`src/verilog/tbt_pkg.sv`:
```
package tbt_pkg;

  // ==========================================================
  // bus and register map
  // ==========================================================
  localparam int ADDR_W = 10;
  localparam int DATA_W = 8;

  localparam logic [ADDR_W-1:0] IFLAG_OFF = 10'h001;
  localparam logic [ADDR_W-1:0] TMODE_OFF = 10'h008;
  localparam logic [ADDR_W-1:0] IMASK_OFF = 10'h040;
  localparam logic [ADDR_W-1:0] COUNT_OFF = 10'h041;
  localparam logic [ADDR_W-1:0] PSS_OFF   = 10'h042;
  localparam logic [ADDR_W-1:0] PSW_OFF   = 10'h043;

  localparam int IFLAG_BIT = 2;

  // ==========================================================
  // widths and reset values
  // ==========================================================
  localparam int PSS_W  = 11;
  localparam int PSW_W  = 5;
  localparam int TCA_W  = 8;
  localparam int TMODE_W = 4;
  localparam int XDIV_W = 3;

  localparam logic [TMODE_W-1:0] TMODE_RST = 4'h0;
  localparam logic [TCA_W-1:0]   TCA_RST   = 8'h00;
  localparam logic [XDIV_W-1:0]  XDIV_TOP  = 3'h7;
  localparam logic [1:0]         XHALF_TOP = 2'h3;

  // ==========================================================
  // mode register fields
  // ==========================================================
  localparam int TM_TB_BIT = 3;
  localparam logic [2:0] TM_CLR_CODE  = 3'h7;
  localparam logic [2:0] TM_HALF_CODE = 3'h4;

  // tap k divides by 2^(k+1)
  localparam int PSS_TAP [0:7] = '{10, 9, 8, 6, 4, 2, 1, 0};
  localparam int PSW_TAP [0:3] = '{4, 3, 2, 0};
  localparam int SER_TAP [0:5] = '{10, 8, 6, 4, 2, 0};
  localparam logic [2:0] SER_SYS_CODE = 3'h6;

  // ==========================================================
  // types
  // ==========================================================
  typedef enum logic [2:0] {
    OPM_ACTIVE    = 3'b000,
    OPM_STANDBY   = 3'b001,
    OPM_SUBACTIVE = 3'b010,
    OPM_WATCH     = 3'b011,
    OPM_STOP      = 3'b100
  } tbt_opmode_t;

  typedef struct packed {
    logic [ADDR_W-1:0] addr;
    logic [DATA_W-1:0] wdata;
    logic              wr;
    logic              rd;
  } tbt_bus_req_t;

endpackage

```
`src/verilog/tbt_prescaler.sv`:
```
`timescale 1ns/100ps
module tbt_prescaler
  import tbt_pkg::*;
#(
  parameter int WIDTH = 11
) (
  input  wire logic             clk,   // system clock
  input  wire logic             rst_n, // sync reset, active low
  input  wire logic             inc,   // count enable pulse
  input  wire logic             clr,   // synchronous clear
  output logic [WIDTH-1:0]      count, // current count
  output logic [WIDTH-1:0]      tap    // carry pulse per stage
);

  logic [WIDTH-1:0] count_reg;
  logic [WIDTH-1:0] count_next;

  generate
    if (WIDTH < 1 || WIDTH > 16) begin : g_bad
      $error("tbt_prescaler: WIDTH out of range");
    end
  endgenerate

  // ==========================================================
  // stage carries
  // ==========================================================
  genvar i;
  generate
    for (i = 0; i < WIDTH; i++) begin : g_tap
      assign tap[i] = inc & (&count_reg[i:0]);
    end
  endgenerate

  assign count_next = clr ? '0 : (inc ? count_reg + 1'b1 : count_reg);
  assign count      = count_reg;

  always_ff @(posedge clk) begin
    if (!rst_n) begin
      count_reg <= '0;
    end else begin
      count_reg <= count_next;
    end
  end

endmodule

```
`src/verilog/tbt_timebase_timer.sv`:
```
// The plain strobed port was decided locally.
`timescale 1ns/100ps
module tbt_timebase_timer
  import tbt_pkg::*;
(
  input  wire logic              clk,             // 40 MHz system clock
  input  wire logic              rst_n,           // sync reset, active low
  input  wire tbt_bus_req_t      bus,             // register request
  output logic [DATA_W-1:0]      rdata,           // read data, cycle after
  input  wire tbt_opmode_t       op_mode,         // core operating state
  input  wire logic              subclock_crystal_input, // 32 kHz pin
  input  wire logic [2:0]        serial_div_sel,  // serial clock select
  output logic                   serial_clk_tick, // serial clock pulse
  output logic                   timer_a_ovf,     // overflow pulse
  output logic [TCA_W-1:0]       timer_a_count,   // timer count
  output logic                   timer_a_irq      // interrupt level
);

  // ==========================================================
  // declarations
  // ==========================================================
  logic              x_s1_reg;
  logic              x_s2_reg;
  logic              x_s3_reg;
  logic              x_edge;

  logic [XDIV_W-1:0] xdiv_reg;
  logic [XDIV_W-1:0] xdiv_next;

  logic [PSS_W-1:0]  pss_count;
  logic [PSS_W-1:0]  pss_tap;
  logic [PSW_W-1:0]  psw_count;
  logic [PSW_W-1:0]  psw_tap;

  logic              pss_run;
  logic              pss_src;
  logic              pss_inc;
  logic              psw_run;
  logic              psw_inc;
  logic              half_tick;

  logic [TMODE_W-1:0] timer_a_mode_select_reg;
  logic [TMODE_W-1:0] tmode_next;
  logic               timebase_select_bit;
  logic [2:0]         tsel;

  logic              wr_tmode;
  logic              wr_flag;
  logic              wr_mask;
  logic              sw_clr;

  logic              pss_sel_tick;
  logic              psw_sel_tick;
  logic              tca_tick;

  logic [TCA_W-1:0]  tca_reg;
  logic [TCA_W-1:0]  tca_next;
  logic              tca_at_top;
  logic              ovf;
  logic              ovf_reg;

  logic              timer_a_irq_flag_reg;
  logic              flag_next;
  logic              flag_w1c;
  logic              mask_reg;
  logic              mask_next;
  logic              irq_reg;
  logic              irq_next;

  logic              ser_tick;
  logic              ser_reg;

  logic [DATA_W-1:0] rd_mux;
  logic [DATA_W-1:0] rdata_reg;
  logic [DATA_W-1:0] rdata_next;

  // ==========================================================
  // elaboration checks
  // ==========================================================
  generate
    if (TMODE_W != 4) begin : g_bad_mode
      $error("tbt_timebase_timer: mode register must be four bits");
    end
    if (TCA_W > DATA_W || PSW_W > DATA_W) begin : g_bad_read
      $error("tbt_timebase_timer: counter wider than read data");
    end
    if (PSS_W < DATA_W) begin : g_bad_pss
      $error("tbt_timebase_timer: system prescaler narrower than read data");
    end
    if (PSS_TAP[0] >= PSS_W || SER_TAP[0] >= PSS_W) begin : g_bad_ptap
      $error("tbt_timebase_timer: system tap beyond prescaler width");
    end
    if (PSW_TAP[0] >= PSW_W) begin : g_bad_wtap
      $error("tbt_timebase_timer: watch tap beyond prescaler width");
    end
    if (IFLAG_BIT >= DATA_W || TM_TB_BIT >= TMODE_W) begin : g_bad_bit
      $error("tbt_timebase_timer: field position outside its register");
    end
  endgenerate

  // ==========================================================
  // crystal pin synchroniser and edge
  // ==========================================================
  // third stage only feeds the edge detector
  always_ff @(posedge clk) begin
    if (!rst_n) begin
      x_s1_reg <= 1'b0;
      x_s2_reg <= 1'b0;
      x_s3_reg <= 1'b0;
    end else begin
      x_s1_reg <= subclock_crystal_input;
      x_s2_reg <= x_s1_reg;
      x_s3_reg <= x_s2_reg;
    end
  end

  assign x_edge = x_s2_reg & ~x_s3_reg;

  // ==========================================================
  // register decode
  // ==========================================================
  assign wr_tmode = bus.wr & (bus.addr == TMODE_OFF);
  assign wr_flag  = bus.wr & (bus.addr == IFLAG_OFF);
  assign wr_mask  = bus.wr & (bus.addr == IMASK_OFF);

  assign sw_clr = wr_tmode & (bus.wdata[TMODE_W-1:1] == TM_CLR_CODE);

  assign tmode_next = wr_tmode ? bus.wdata[TMODE_W-1:0]
                               : timer_a_mode_select_reg;

  assign timebase_select_bit = timer_a_mode_select_reg[TM_TB_BIT];
  assign tsel                = timer_a_mode_select_reg[2:0];

  always_ff @(posedge clk) begin
    if (!rst_n) begin
      timer_a_mode_select_reg <= TMODE_RST;
    end else begin
      timer_a_mode_select_reg <= tmode_next;
    end
  end

  // ==========================================================
  // system prescaler
  // ==========================================================
  // halted in watch and stop
  assign pss_run = (op_mode != OPM_WATCH) & (op_mode != OPM_STOP);

  assign pss_src = (op_mode == OPM_SUBACTIVE) ? x_edge : 1'b1;
  assign pss_inc = pss_run & pss_src;

  tbt_prescaler #(
    .WIDTH (PSS_W)
  ) u_system_prescaler (
    .clk   (clk),
    .rst_n (rst_n),
    .inc   (pss_inc),
    .clr   (1'b0),
    .count (pss_count),
    .tap   (pss_tap)
  );

  // ==========================================================
  // watch prescaler with crystal divide by eight
  // ==========================================================
  // runs in every state but stop
  assign psw_run = (op_mode != OPM_STOP);

  assign xdiv_next = sw_clr ? '0
                   : ((psw_run & x_edge) ? xdiv_reg + 1'b1 : xdiv_reg);

  always_ff @(posedge clk) begin
    if (!rst_n) begin
      xdiv_reg <= '0;
    end else begin
      xdiv_reg <= xdiv_next;
    end
  end

  // one step per eight crystal edges
  assign psw_inc   = psw_run & x_edge & (xdiv_reg == XDIV_TOP);
  assign half_tick = psw_run & x_edge & (xdiv_reg[1:0] == XHALF_TOP);

  tbt_prescaler #(
    .WIDTH (PSW_W)
  ) u_watch_prescaler (
    .clk   (clk),
    .rst_n (rst_n),
    .inc   (psw_inc),
    .clr   (sw_clr),
    .count (psw_count),
    .tap   (psw_tap)
  );

  // ==========================================================
  // timer clock selection
  // ==========================================================
  // system tap per mode
  assign pss_sel_tick = pss_tap[PSS_TAP[tsel]];

  always_comb begin
    psw_sel_tick = 1'b0;
    case (tsel)
      3'h0:         psw_sel_tick = psw_tap[PSW_TAP[0]];
      3'h1:         psw_sel_tick = psw_tap[PSW_TAP[1]];
      3'h2:         psw_sel_tick = psw_tap[PSW_TAP[2]];
      3'h3:         psw_sel_tick = psw_tap[PSW_TAP[3]];
      TM_HALF_CODE: psw_sel_tick = half_tick;
      default:      psw_sel_tick = 1'b0;
    endcase
  end

  assign tca_tick = timebase_select_bit ? psw_sel_tick : pss_sel_tick;

  // ==========================================================
  // timer counter
  // ==========================================================
  assign tca_at_top = &tca_reg;

  // same in both modes
  // no overflow on the clearing write
  assign ovf = tca_tick & tca_at_top & ~sw_clr;

  assign tca_next = sw_clr   ? TCA_RST
                  : tca_tick ? tca_reg + 1'b1
                  : tca_reg;

  always_ff @(posedge clk) begin
    if (!rst_n) begin
      tca_reg <= TCA_RST;
      ovf_reg <= 1'b0;
    end else begin
      tca_reg <= tca_next;
      ovf_reg <= ovf;
    end
  end

  // ==========================================================
  // interrupt flag and mask
  // ==========================================================
  assign flag_w1c = wr_flag & bus.wdata[IFLAG_BIT];

  // overflow sets flag, set beats clear
  assign flag_next = (timer_a_irq_flag_reg & ~flag_w1c) | ovf;
  assign mask_next = wr_mask ? bus.wdata[IFLAG_BIT] : mask_reg;
  assign irq_next  = flag_next & mask_next;

  always_ff @(posedge clk) begin
    if (!rst_n) begin
      timer_a_irq_flag_reg <= 1'b0;
      mask_reg             <= 1'b0;
      irq_reg              <= 1'b0;
    end else begin
      timer_a_irq_flag_reg <= flag_next;
      mask_reg             <= mask_next;
      irq_reg              <= irq_next;
    end
  end

  // ==========================================================
  // serial clock tap
  // ==========================================================
  // serial divider selection
  always_comb begin
    ser_tick = 1'b0;
    case (serial_div_sel)
      3'h0:         ser_tick = pss_tap[SER_TAP[0]];
      3'h1:         ser_tick = pss_tap[SER_TAP[1]];
      3'h2:         ser_tick = pss_tap[SER_TAP[2]];
      3'h3:         ser_tick = pss_tap[SER_TAP[3]];
      3'h4:         ser_tick = pss_tap[SER_TAP[4]];
      3'h5:         ser_tick = pss_tap[SER_TAP[5]];
      SER_SYS_CODE: ser_tick = pss_inc;
      default:      ser_tick = 1'b0;
    endcase
  end

  always_ff @(posedge clk) begin
    if (!rst_n) begin
      ser_reg <= 1'b0;
    end else begin
      ser_reg <= ser_tick;
    end
  end

  // ==========================================================
  // read path
  // ==========================================================
  // mode register is write-only and reads zero
  always_comb begin
    rd_mux = '0;
    case (bus.addr)
      IFLAG_OFF: rd_mux[IFLAG_BIT] = timer_a_irq_flag_reg;
      IMASK_OFF: rd_mux[IFLAG_BIT] = mask_reg;
      COUNT_OFF: rd_mux = tca_reg;
      PSS_OFF:   rd_mux = pss_count[DATA_W-1:0];
      PSW_OFF:   rd_mux[PSW_W-1:0] = psw_count;
      default:   rd_mux = '0;
    endcase
  end

  assign rdata_next = bus.rd ? rd_mux : '0;

  always_ff @(posedge clk) begin
    if (!rst_n) begin
      rdata_reg <= '0;
    end else begin
      rdata_reg <= rdata_next;
    end
  end

  // ==========================================================
  // outputs
  // ==========================================================
  assign rdata           = rdata_reg;
  assign serial_clk_tick = ser_reg;
  assign timer_a_ovf     = ovf_reg;
  assign timer_a_count   = tca_reg;
  assign timer_a_irq     = irq_reg;

endmodule

```
`config.mk`:
```
export PLATFORM = sky130hd
export DESIGN_NAME = tbt_timebase_timer
export DESIGN_NICKNAME = d
export VERILOG_FILES = /design/src/verilog/tbt_pkg.sv /design/src/verilog/tbt_prescaler.sv /design/src/verilog/tbt_timebase_timer.sv
export SDC_FILE = /design/constraint.sdc
export NUM_CORES = 1
export LEC_CHECK = 0
export ABC_CLOCK_PERIOD_IN_PS = 2700
export BUFFER_PORTS_ARGS = -buffer_cell sky130_fd_sc_hd__buf_2
export CORE_MARGIN = 5
export CORE_UTILIZATION = 45
export DETAILED_ROUTE_END_ITERATION = 6
export GPL_ROUTABILITY_DRIVEN = 1
export GPL_TIMING_DRIVEN = 0
export PLACE_DENSITY_LB_ADDON = 0.3
export SYNTH_ARGS = -nofsm -noshare
export SYNTH_HDL_FRONTEND = slang
export SYNTH_SLANG_ARGS = --single-unit
export TNS_END_PERCENT = 5
```
`constraint.sdc`:
```
create_clock -name clk -period 2.7 [get_ports clk]
set_clock_uncertainty 0.2 [all_clocks]
set_input_delay 0.54 -clock clk [delete_from_list [all_inputs] [get_ports clk]]
set_output_delay 0.54 -clock clk [all_outputs]
set_load 0.03 [all_outputs]
```
==> results of run 1 <==
synthesized netlist by cell type (all sizes together) (3+ instances only):
library cell / instances / area (sq um)
or3: 5 / 31.3
nor2b: 12 / 75.1
a22oi: 7 / 52.6
clkbuf: 5 / 18.8
and3: 10 / 62.6
nor2: 24 / 90.1
inv: 5 / 18.8
nand3: 11 / 55.1
and2: 8 / 50.1
nor3: 3 / 15.0
nand4: 7 / 43.8
nand2: 24 / 90.1
nor3b: 3 / 32.5
nor4: 3 / 18.8
buf: 4 / 22.5
dfxtp: 47 / 941
o21ai: 14 / 70.1
mux2: 6 / 67.6
ha: 15 / 188
nand2b: 3 / 18.8
xnor2: 6 / 52.6
mux2i: 19 / 194
a21oi: 13 / 65.1
placed cells by master, fill, tap and decap left out, types with 2 or more instances in the layout:
master    count
clkbuf_8      6
a22oi_1       7
nor3b_2       2
buf_4         4
dfxtp_1      43
nand2b_1      3
nand4b_1      2
xnor2_1       6
inv_1         5
and2_1        8
mux2_2        6
nand3_1      11
ha_1         14
o21ai_1       3
buf_2        44
nor3_1        3
a21oi_1      13
nor4_1        3
or3_1         5
and3_1       10
o21ai_0      10
clkbuf_1      5
nor2b_1      12
xor2_1        2
mux2i_4       2
dfxtp_2       3
nand4_1       7
mux2i_1      17
nor2_1       24
nand2_1      24
through the flow:
step / util [%] / instance area [sq um] / cells
floorplan: - / 2490 / 277
global placement: 51.3 / 2790 / 390
detailed placement: 51.3 / 2790 / 390
CTS: 53.3 / 2900 / 398
global route: 54.4 / 2960 / 401
finish: 54.4 / 2960 / 401
final cells by class:
cell class,count,area [sq um],area share (%)
plain buffers,9,41.3,1.40
clock buffers,6,82.6,2.79
clock inverters,1,8.76,0.296
inverters,5,18.8,0.635
multi-input cells,216,1530,51.7
flip-flops and latches,47,948,32.1
well taps,72,90.1,3.05
repair buffers,45,239,8.08
power by group through the flow:
stage,Clock (mW),Sequential (mW),Combinational [mW]
floorplan,0,0.725,0.0522
global placement,0,0.727,0.0860
detailed placement,0,0.727,0.0880
CTS,0.459,0.711,0.0884
global route,0.492,0.713,0.107
finish,0.449,0.711,0.0962
routing by layer:
metal | GRT usage [%] | wire [um] | share of wire (%)
met1 | 21.7 | 2570 | 45
met2 | 27.9 | 2730 | 47
met3 | 3.73 | 369 | 6.4
met4 | 4.89 | 78 | 1.4
met5 | 0 | 0 | 0
worst register-to-register path: cells and delay by family, from the launching register on:
| kind | cells | cell delay, ps |
|---|---|---|
| fa+ha+maj | 2 | 370 |
| flops | 1 | 390 |
| mux | 1 | 80 |
| buf+inv | 2 | 290 |
| simple gates | 2 | 600 |
| compound gates | 4 | 610 |
worst max-delay path by stage:
stage | from | to | slack [ps] | depth (start not counted)
2_1_floorplan | op_mode[2] | timer_a_count[3] | 240 | 6
3_3_place_gp | bus[14] | xdiv_reg[1] | -110 | 8
3_5_place_dp | bus[14] | xdiv_reg[0] | -130 | 8
4_1_cts | timer_a_mode_select_reg[0] | timer_a_count[3] | 0.1 | 9
5_1_grt | u_system_prescaler.count[0] | timer_a_count[4] | -10 | 12
6_report | u_system_prescaler.count[0] | timer_a_count[3] | 120 | 11
repair_timing:
item / 4_1_cts / 5_1_grt
setup buffers: 1 / 3
endpoints found under the hold margin: 0 / 0
gates resized for setup: 2 / 11
pin swaps: 0 / 2
gates cloned: 0 / 0
setup endpoints to repair: 6 / 16
cell families (layout without fill, tap and decap cells):
| kind of cell | count (synthesis) | after routing | share of synthesized area (%) |
|---|---|---|---|
| compound gates | 47 | 47 | 12.2 |
| simple gates | 120 | 120 | 25.9 |
| xor+xnor | 8 | 8 | 2.81 |
| buf+inv | 14 | 66 | 2.41 |
| mux | 26 | 26 | 11.4 |
| flops | 47 | 47 | 37.8 |
| fa+ha+maj | 15 | 15 | 7.53 |
==> results.md, run 1 <==
* Outcome: finished clean
* Antenna viol nets, final at 0
* Slowest CP cell: or4_1
* P&R area growth vs syn at 18.6%
* CTS buffer count at 5
* DP Worst Slack at -132 ps
* TNS Setup at 0 ps
* Residual DRC at 0
* Tot GR Track Use at 16.7%
* Maximum vdd drop at between 0.0002 and 0.00025 V
* Worst path cell trace: ha_2 -> and3_1 -> buf_2 -> ha_1 -> mux2i_1 -> a21oi_1 -> a21oi_1 -> o31a_1 -> buf_6 -> or4_1 -> o21ai_1
* Setup crit start kind: flip-flop
* CP Capture Type: flip-flop
* Lkg Pwr at 1.30 nW
* Worst Min Path Start: subclock_crystal_input
* # clock sinks at 47
* Hold depth at 2
* Synth cell types at 48
* Clk_lat worst skew at just over 300 ps
* Yosys warnings at 0
* Vias in the first global route at between 2000 and 2500
* Antenna cells at 0
* Hold_ws at 236 ps
* Worst r2r src: u_system_prescaler.count[0]
* FILL cells at around 530
* Sw Share at between 20% and 30%
* CTS tree: done
* Vias at between 2000 and 2500
* R2r endpoint: timer_a_count[3]
* Nets@finish at roughly 370
* Die Span Y at 84.4 um
* Max-Cap Viols at 0
* Clk slew on worst S/H paths at 90 ps
* Shortest period the worst path allows at about 2600 ps
* H-tree levels at 2
* WP data required at 2750 ps
* Worst Path Arrival at around 2600 ps
* Asr flop ratio synth at 0%
* Largest net degree at the start of global routing at 15
* Overall power at 1.26 mW
* Cts hold-fix bufs at 0
* Area of the mapped netlist at between 0.002 and 0.0025 sq mm
* Crit share post-route at between 90% and 100%
* Max reg flops at 11
* Switching power at 303 uW
* Cells after synthesis at 277
* First-pass GRT wire length at 9.74 mm
* Comb power frac at 7.7%
* Pwr/cell area at 425 mW/mm^2
* Average wire per standard cell at 14.3 um
* DR iter-0 viols at 95
* Final GP Congestion at 0.845
* CP top delay family: compound AO/OA/AOI/OAI gates
* Fmax at a little under 400 MHz
* Flop2flop setup slack at 120 ps
* Pins over their slew limit at 0
* Crit-path most repeated cell: a21oi_1
* Worst Tran Pin Value at 663 ps
* Clock Power Share at 35.7%
* Ys flop type: dfxtp_1
* Synthesis-stage register bit count at 47
* Synthesized area per cell at 9.00 sq um
* Routed vias/inst at ~5.4
* Layout cells sized above 1 at 22.8%
* Syn Nets at ~320
* Crit Path Category: reg2reg
* Row count at 27
* Register area share after synthesis at 37.8%
* Endpoint of the worst hold path: x_s1_reg
* Die area at 0.00713 sq mm
* Critical path buffers and inverters at 2
* Clock buffer depth at 2
* Hold WC Path Type: in2reg
* Worst r2r path cells at 11
* Int Power at about 950 uW
* Final hold vios at 0
* Final wirelength at 5.75 mm
* Relative slew slack at 55.6%
* Worst setup margin at 118 ps
* Number of synthesized flops with an enable pin at 0
* CORE AREA at 0.00544 sq mm
* Critical Path Fanout Max at 8
* Initial core utilization at 45.8%
* CTS root buf: clkbuf_8
* Die width at 84.4 um
* Total grt overflow at 0
* Initial antenna violation count at 0
* Setup violations, final at 0
* Initial DRT Pass Iterations at 4
* IO Pins at 48
* PortBufs at between 40 and 50
* Seq pwr share at 56.6%
* Max incr delay on CP at 460 ps
* HPWL Detailed at ~4.4 mm
Power figures use the tool's default switching activity.
==> run 2: changes to the inputs <==
- PLACE_DENSITY: not set -> 0.67
- PLACE_DENSITY_LB_ADDON: 0.3 -> not set
==> run 2 against run 1 <==
Die area unchanged. Combinational power decreased by 5.4%. Clock-buffer cell count unchanged. Core utilization decreased by 0.39 points. Total power decreased by 4.9%. Critical path type unchanged. Via count decreased by 1.5%.
==> results.md, run 2 (synthesis results as in run 1) <==
* Clk_lat worst skew at ~290 ps
* Largest net degree at the start of global routing at 13
* Seq pwr share at 59.7%
* Initial core utilization at 45.8%
* Final wirelength at 5.78 mm
* Antenna viol nets, final at 0
* Hold depth at 2
* Pwr/cell area at 407 mW/mm^2
* Nets@finish at 371
* CORE AREA at 0.00544 sq mm
* Shortest period the worst path allows at 2580 ps
* Worst setup margin at 115 ps
* Clock Power Share at 32.7%
* Total grt overflow at 0
* Die area at 0.00713 sq mm
* Routed vias/inst at 5.39
* Switching power at approximately 280 uW
* Maximum vdd drop at 0.000244 V
* Worst Path Arrival at 2610 ps
* CP Capture Type: flip-flop
* Hold_ws at roughly 250 ps
* Setup violations, final at 0
* P&R area growth vs syn at 17.8%
* Lkg Pwr at around 1.3 nW
* Comb power frac at ~7.6%
* Layout cells sized above 1 at between 20% and 30%
* Post-route cell area at 0.00294 sq mm
* Vias at roughly 2100
* Initial DRT Pass Iterations at 4
* Most frequent cells in the layout: buf_2 (43), dfxtp_1 (42), nor2_1 (24), nand2_1 (24), mux2i_1 (17)
* CTS tree: done
* Die Span Y at about 84 um
* Worst Min Path Start: subclock_crystal_input
* Commonest non-fill, non-tap cell in the layout: buf_2
* Flop2flop setup slack at 120 ps
* Pins over their slew limit at 0
* Initial antenna violation count at 0
* Antenna cells at 0
* Setup crit start kind: flip-flop
* Average wire per standard cell at 14.5 um
* Fmax at slightly below 400 MHz
* Relative slew slack at 55.6%
* Hold WC Path Type: in2reg
* Endpoint of the worst hold path: x_s1_reg
* Vias in the first global route at just over 2000
* # clock sinks at 47
* Residual DRC at 0
* Crit share post-route at 95.7%
* H-tree levels at 2
* Tot GR Track Use at 16.5%
* First-pass GRT wire length at 9.56 mm
* DR iter-0 viols at between 80 and 90
* Clk slew on worst S/H paths at 80 ps
* Final GP Congestion at 0.850
* Int Power at 917 uW
* FILL cells at 508
* Worst r2r src: timer_a_mode_select_reg[0]
* CTS root buf: clkbuf_8
* Row count at 27
* Worst r2r path cells at 9
* Die width at approximately 84 um
* DP Worst Slack at -183 ps
* Final Util at a little over half
* Sw Share at roughly a quarter
* Crit Path Category: reg2reg
* Placed Area at approximately 0.0028 sq mm
* Critical Path Fanout Max at 8
* Worst Tran Pin Value at 664 ps
* CTS buffer count at 5
* HPWL Detailed at 4.38 mm
* Clock buffer depth at 2
* Max reg flops at 11
* IO Pins at 48
* Max-Cap Viols at 0
* Outcome: finished clean
* PortBufs at 41
* TNS Setup at 0 ps
* R2r endpoint: timer_a_count[3]
* Final hold vios at 0
* WP data required at between 2000 and 3000 ps
run 2: cell types whose count changed in the layout (fill, tap and decap cells not counted), sizes merged:
cell and delta:
inv -1, buf -2
run 2: per-stage QoR:
step,power (mW),instances
2_1_floorplan,0.777,277
3_3_place_gp,0.813,390
3_5_place_dp,0.815,390
4_1_cts,1.20,396
5_1_grt,1.25,398
6_report,1.20,398
run 2: worst max-delay path by stage:
stage / start / to / slack [ps] / depth (start not counted)
floorplan: op_mode[2] / timer_a_count[3] / 240 / 6
global placement: bus[14] / xdiv_reg[1] / -110 / 8
detailed placement: bus[14] / xdiv_reg[2] / -180 / 8
CTS: timer_a_mode_select_reg[0] / timer_a_irq / -50 / 8
global route: timer_a_mode_select_reg[0] / timer_a_count[3] / -3 / 10
finish: timer_a_mode_select_reg[0] / timer_a_count[3] / 120 / 9
run 2: timing repair:
item                                    CTS  global route
hold buffers                              0             0
pin swaps                                 1             2
endpoints found under the setup margin    7            13
cloned                                    0             0
gates resized for setup                   2            14
setup buffers                             0             2
run 2: layer usage:
layer	vias up	GRT usage, %	share of wire, %
met5	-	0	0
met4	0	5.32	1.7
met3	9	3.53	5.2
met2	50	27.5	47
met1	992	21.4	46
li1	1093	-	-
run 2: critical path: stages (launching register included):
cell     delay (ps)
dfxtp_2         380
inv_1            80
ha_2            320
mux2i_2         240
mux2i_1         210
nor2_1           90
o31a_1          290
buf_4           160
or4_1           460
o21ai_1          80
run 2: power by group through the flow:
stage               Sequential [mW]  Combinational (mW)  Clock [mW]
finish                        0.714              0.0910       0.391
global route                  0.716               0.100       0.439
CTS                           0.711              0.0883       0.403
detailed placement            0.727              0.0878           0
global placement              0.727              0.0860           0
floorplan                     0.725              0.0522           0
run 2: layout make-up:
class	instances	area (sq um)	area share (%)
multi-input combinational	216	1540	52.5
inverter	5	18.8	0.639
clock buffer	6	72.6	2.47
tap	72	90.1	3.07
buffer	9	43.8	1.49
timing repair buffer	43	220	7.50
sequential	47	950	32.4
==> run 3: changes to the inputs <==
- BUFFER_PORTS_ARGS: -buffer_cell sky130_fd_sc_hd__buf_2 -> not set
- DONT_BUFFER_PORTS: not set -> 1
- PLACE_DENSITY: 0.67 -> not set
==> run 3 against run 2 <==
Cell count down 9.3%. Sequential share of layout area up 1.8 points. Combinational power down 20%. Via count down 6.4%. Non-clock buffer count down 38. Critical path type unchanged.
==> results.md, run 3 (synthesis results as in run 1) <==
* Worst Path Arrival at 2610 ps
* # clock sinks at 47
* CTS tree: done
* WP data required at about 2700 ps
* Lkg Pwr at around 1.1 nW
* Crit Path Category: reg2reg
* First-pass GRT wire length at 9.53 mm
* Initial antenna violation count at 0
* Total grt overflow at 0
* Setup violations, final at 0
* CTS root buf: clkbuf_8
* Outcome: finished clean
* Vias in the first global route at between 1500 and 2000
* Relative slew slack at between 50 and 60%
* CORE AREA at 0.00544 sq mm
* DP Cell Count at 349
* Clk_lat worst skew at 300 ps
* Cts hold-fix bufs at 0
* Layout Cells excl Fill at around 360
* Pwr/cell area at 441 mW/mm^2
* CTS buffer count at 5
* Crit share post-route at 95.0%
* Routed vias/inst at around 5.6
* Die area at 0.00713 sq mm
* CP Capture Type: flip-flop
* P&R area growth vs syn at 11.7%
* Tot GR Track Use at 16.4%
* Commonest non-fill, non-tap cell in the layout: dfxtp_1
* Overall power at 1.23 mW
* Antenna viol nets, final at 0
* Clk slew on worst S/H paths at approximately 90 ps
* Shortest period the worst path allows at about 2600 ps
* Residual DRC at 0
* PortBufs at 0
* Maximum vdd drop at 0.000253 V
* Antenna cells at 0
* Pins over their slew limit at 0
* Largest net degree at the start of global routing at 15
* Final hold vios at 0
* Final Util at 51.2%
* Clock buffer depth at 2
* Initial DRT Pass Iterations at 5
* Critical Path Fanout Max at 8
* Hold WC Path Type: in2reg
* DR iter-0 viols at 91
* Row count at 27
* Vias at ~2000
* Final GP Congestion at slightly below 0.9
* DP Worst Slack at -78.0 ps
* Worst Tran Pin Value at 703 ps
* H-tree levels at 2
* Worst setup margin at approximately 140 ps
* Max reg flops at 11
* Average wire per standard cell at 15.9 um
* HPWL Detailed at 4.31 mm
* Setup crit start kind: flip-flop
* FILL cells at 519
* Max-Cap Viols at 0
* IO Pins at 48
* Most frequent cells in the layout: dfxtp_1 (42), nor2_1 (24), nand2_1 (24)
* Initial core utilization at between 40 and 50%
* Die width at 84.4 um
* Die Span Y at 84.4 um
* Fmax at 390 MHz
* Layout cells sized above 1 at 14.9%
* Nets@finish at 333
* Final wirelength at 5.75 mm
[run 3: final cells by class]
class | instances | area (sq um) | area share (%)
buffer | 9 | 43.8 | 1.57
clock buffer | 6 | 82.6 | 2.97
clock inverter | 1 | 8.76 | 0.315
inverter | 5 | 18.8 | 0.674
multi-input combinational | 216 | 1550 | 55.8
sequential | 47 | 950 | 34.1
tap | 72 | 90.1 | 3.24
timing repair buffer | 5 | 37.5 | 1.35
[run 3: final timing paths]
check,start,to,slack (ps),depth (start not counted)
setup reg to reg,u_system_prescaler.count[0],timer_a_count[3],140,11
hold reg to reg,x_s1_reg,x_s2_reg,240,1
hold / removal,subclock_crystal_input,x_s1_reg,160,1
setup / recovery,u_system_prescaler.count[0],timer_a_count[3],140,11
[run 3: routing by layer]
| metal | vias to the layer above | wire length (um) | track usage, % | part of all wire [%] |
|---|---|---|---|---|
| met3 | 5 | 333 | 4.51 | 5.8 |
| li1 | 1018 | - | - | - |
| met5 | - | 0 | 0 | 0 |
| met2 | 45 | 2790 | 27.0 | 49 |
| met4 | 0 | 44 | 4.03 | 0.77 |
| met1 | 939 | 2580 | 21.4 | 45 |
[run 3: power by group]
group	switching [mW]	total, mW	internal, mW
Clock	0.236	0.442	0.206
Combinational	0.0383	0.0726	0.0343
Sequential	0.0103	0.712	0.702
[run 3: repair_timing]
item / in CTS / in global routing
resized for setup: 2 / 19
cloned: 0 / 0
endpoints found under the hold margin: 0 / 0
setup endpoints to repair: 8 / 14
pin swaps: 0 / 3
setup buffers: 1 / 4
[run 3: critical path: stages, from the launching register on]
cell     delay, ps
dfxtp_4        390
ha_2           200
and3_1         160
buf_4          140
ha_1           170
mux2i_1         90
a21oi_2        150
a21oi_2         70
o31a_1         240
buf_4          160
or4_1          460
o21ai_1         80
[run 3: stage by stage]
step	cell area [sq um]	TNS, ps	hold WS, ps
3_3_place_gp	2580	-510	215
2_1_floorplan	2490	0	212
3_5_place_dp	2580	-812	221
6_report	2780	0	161
4_1_cts	2690	0	153
5_1_grt	2780	-12.5	156
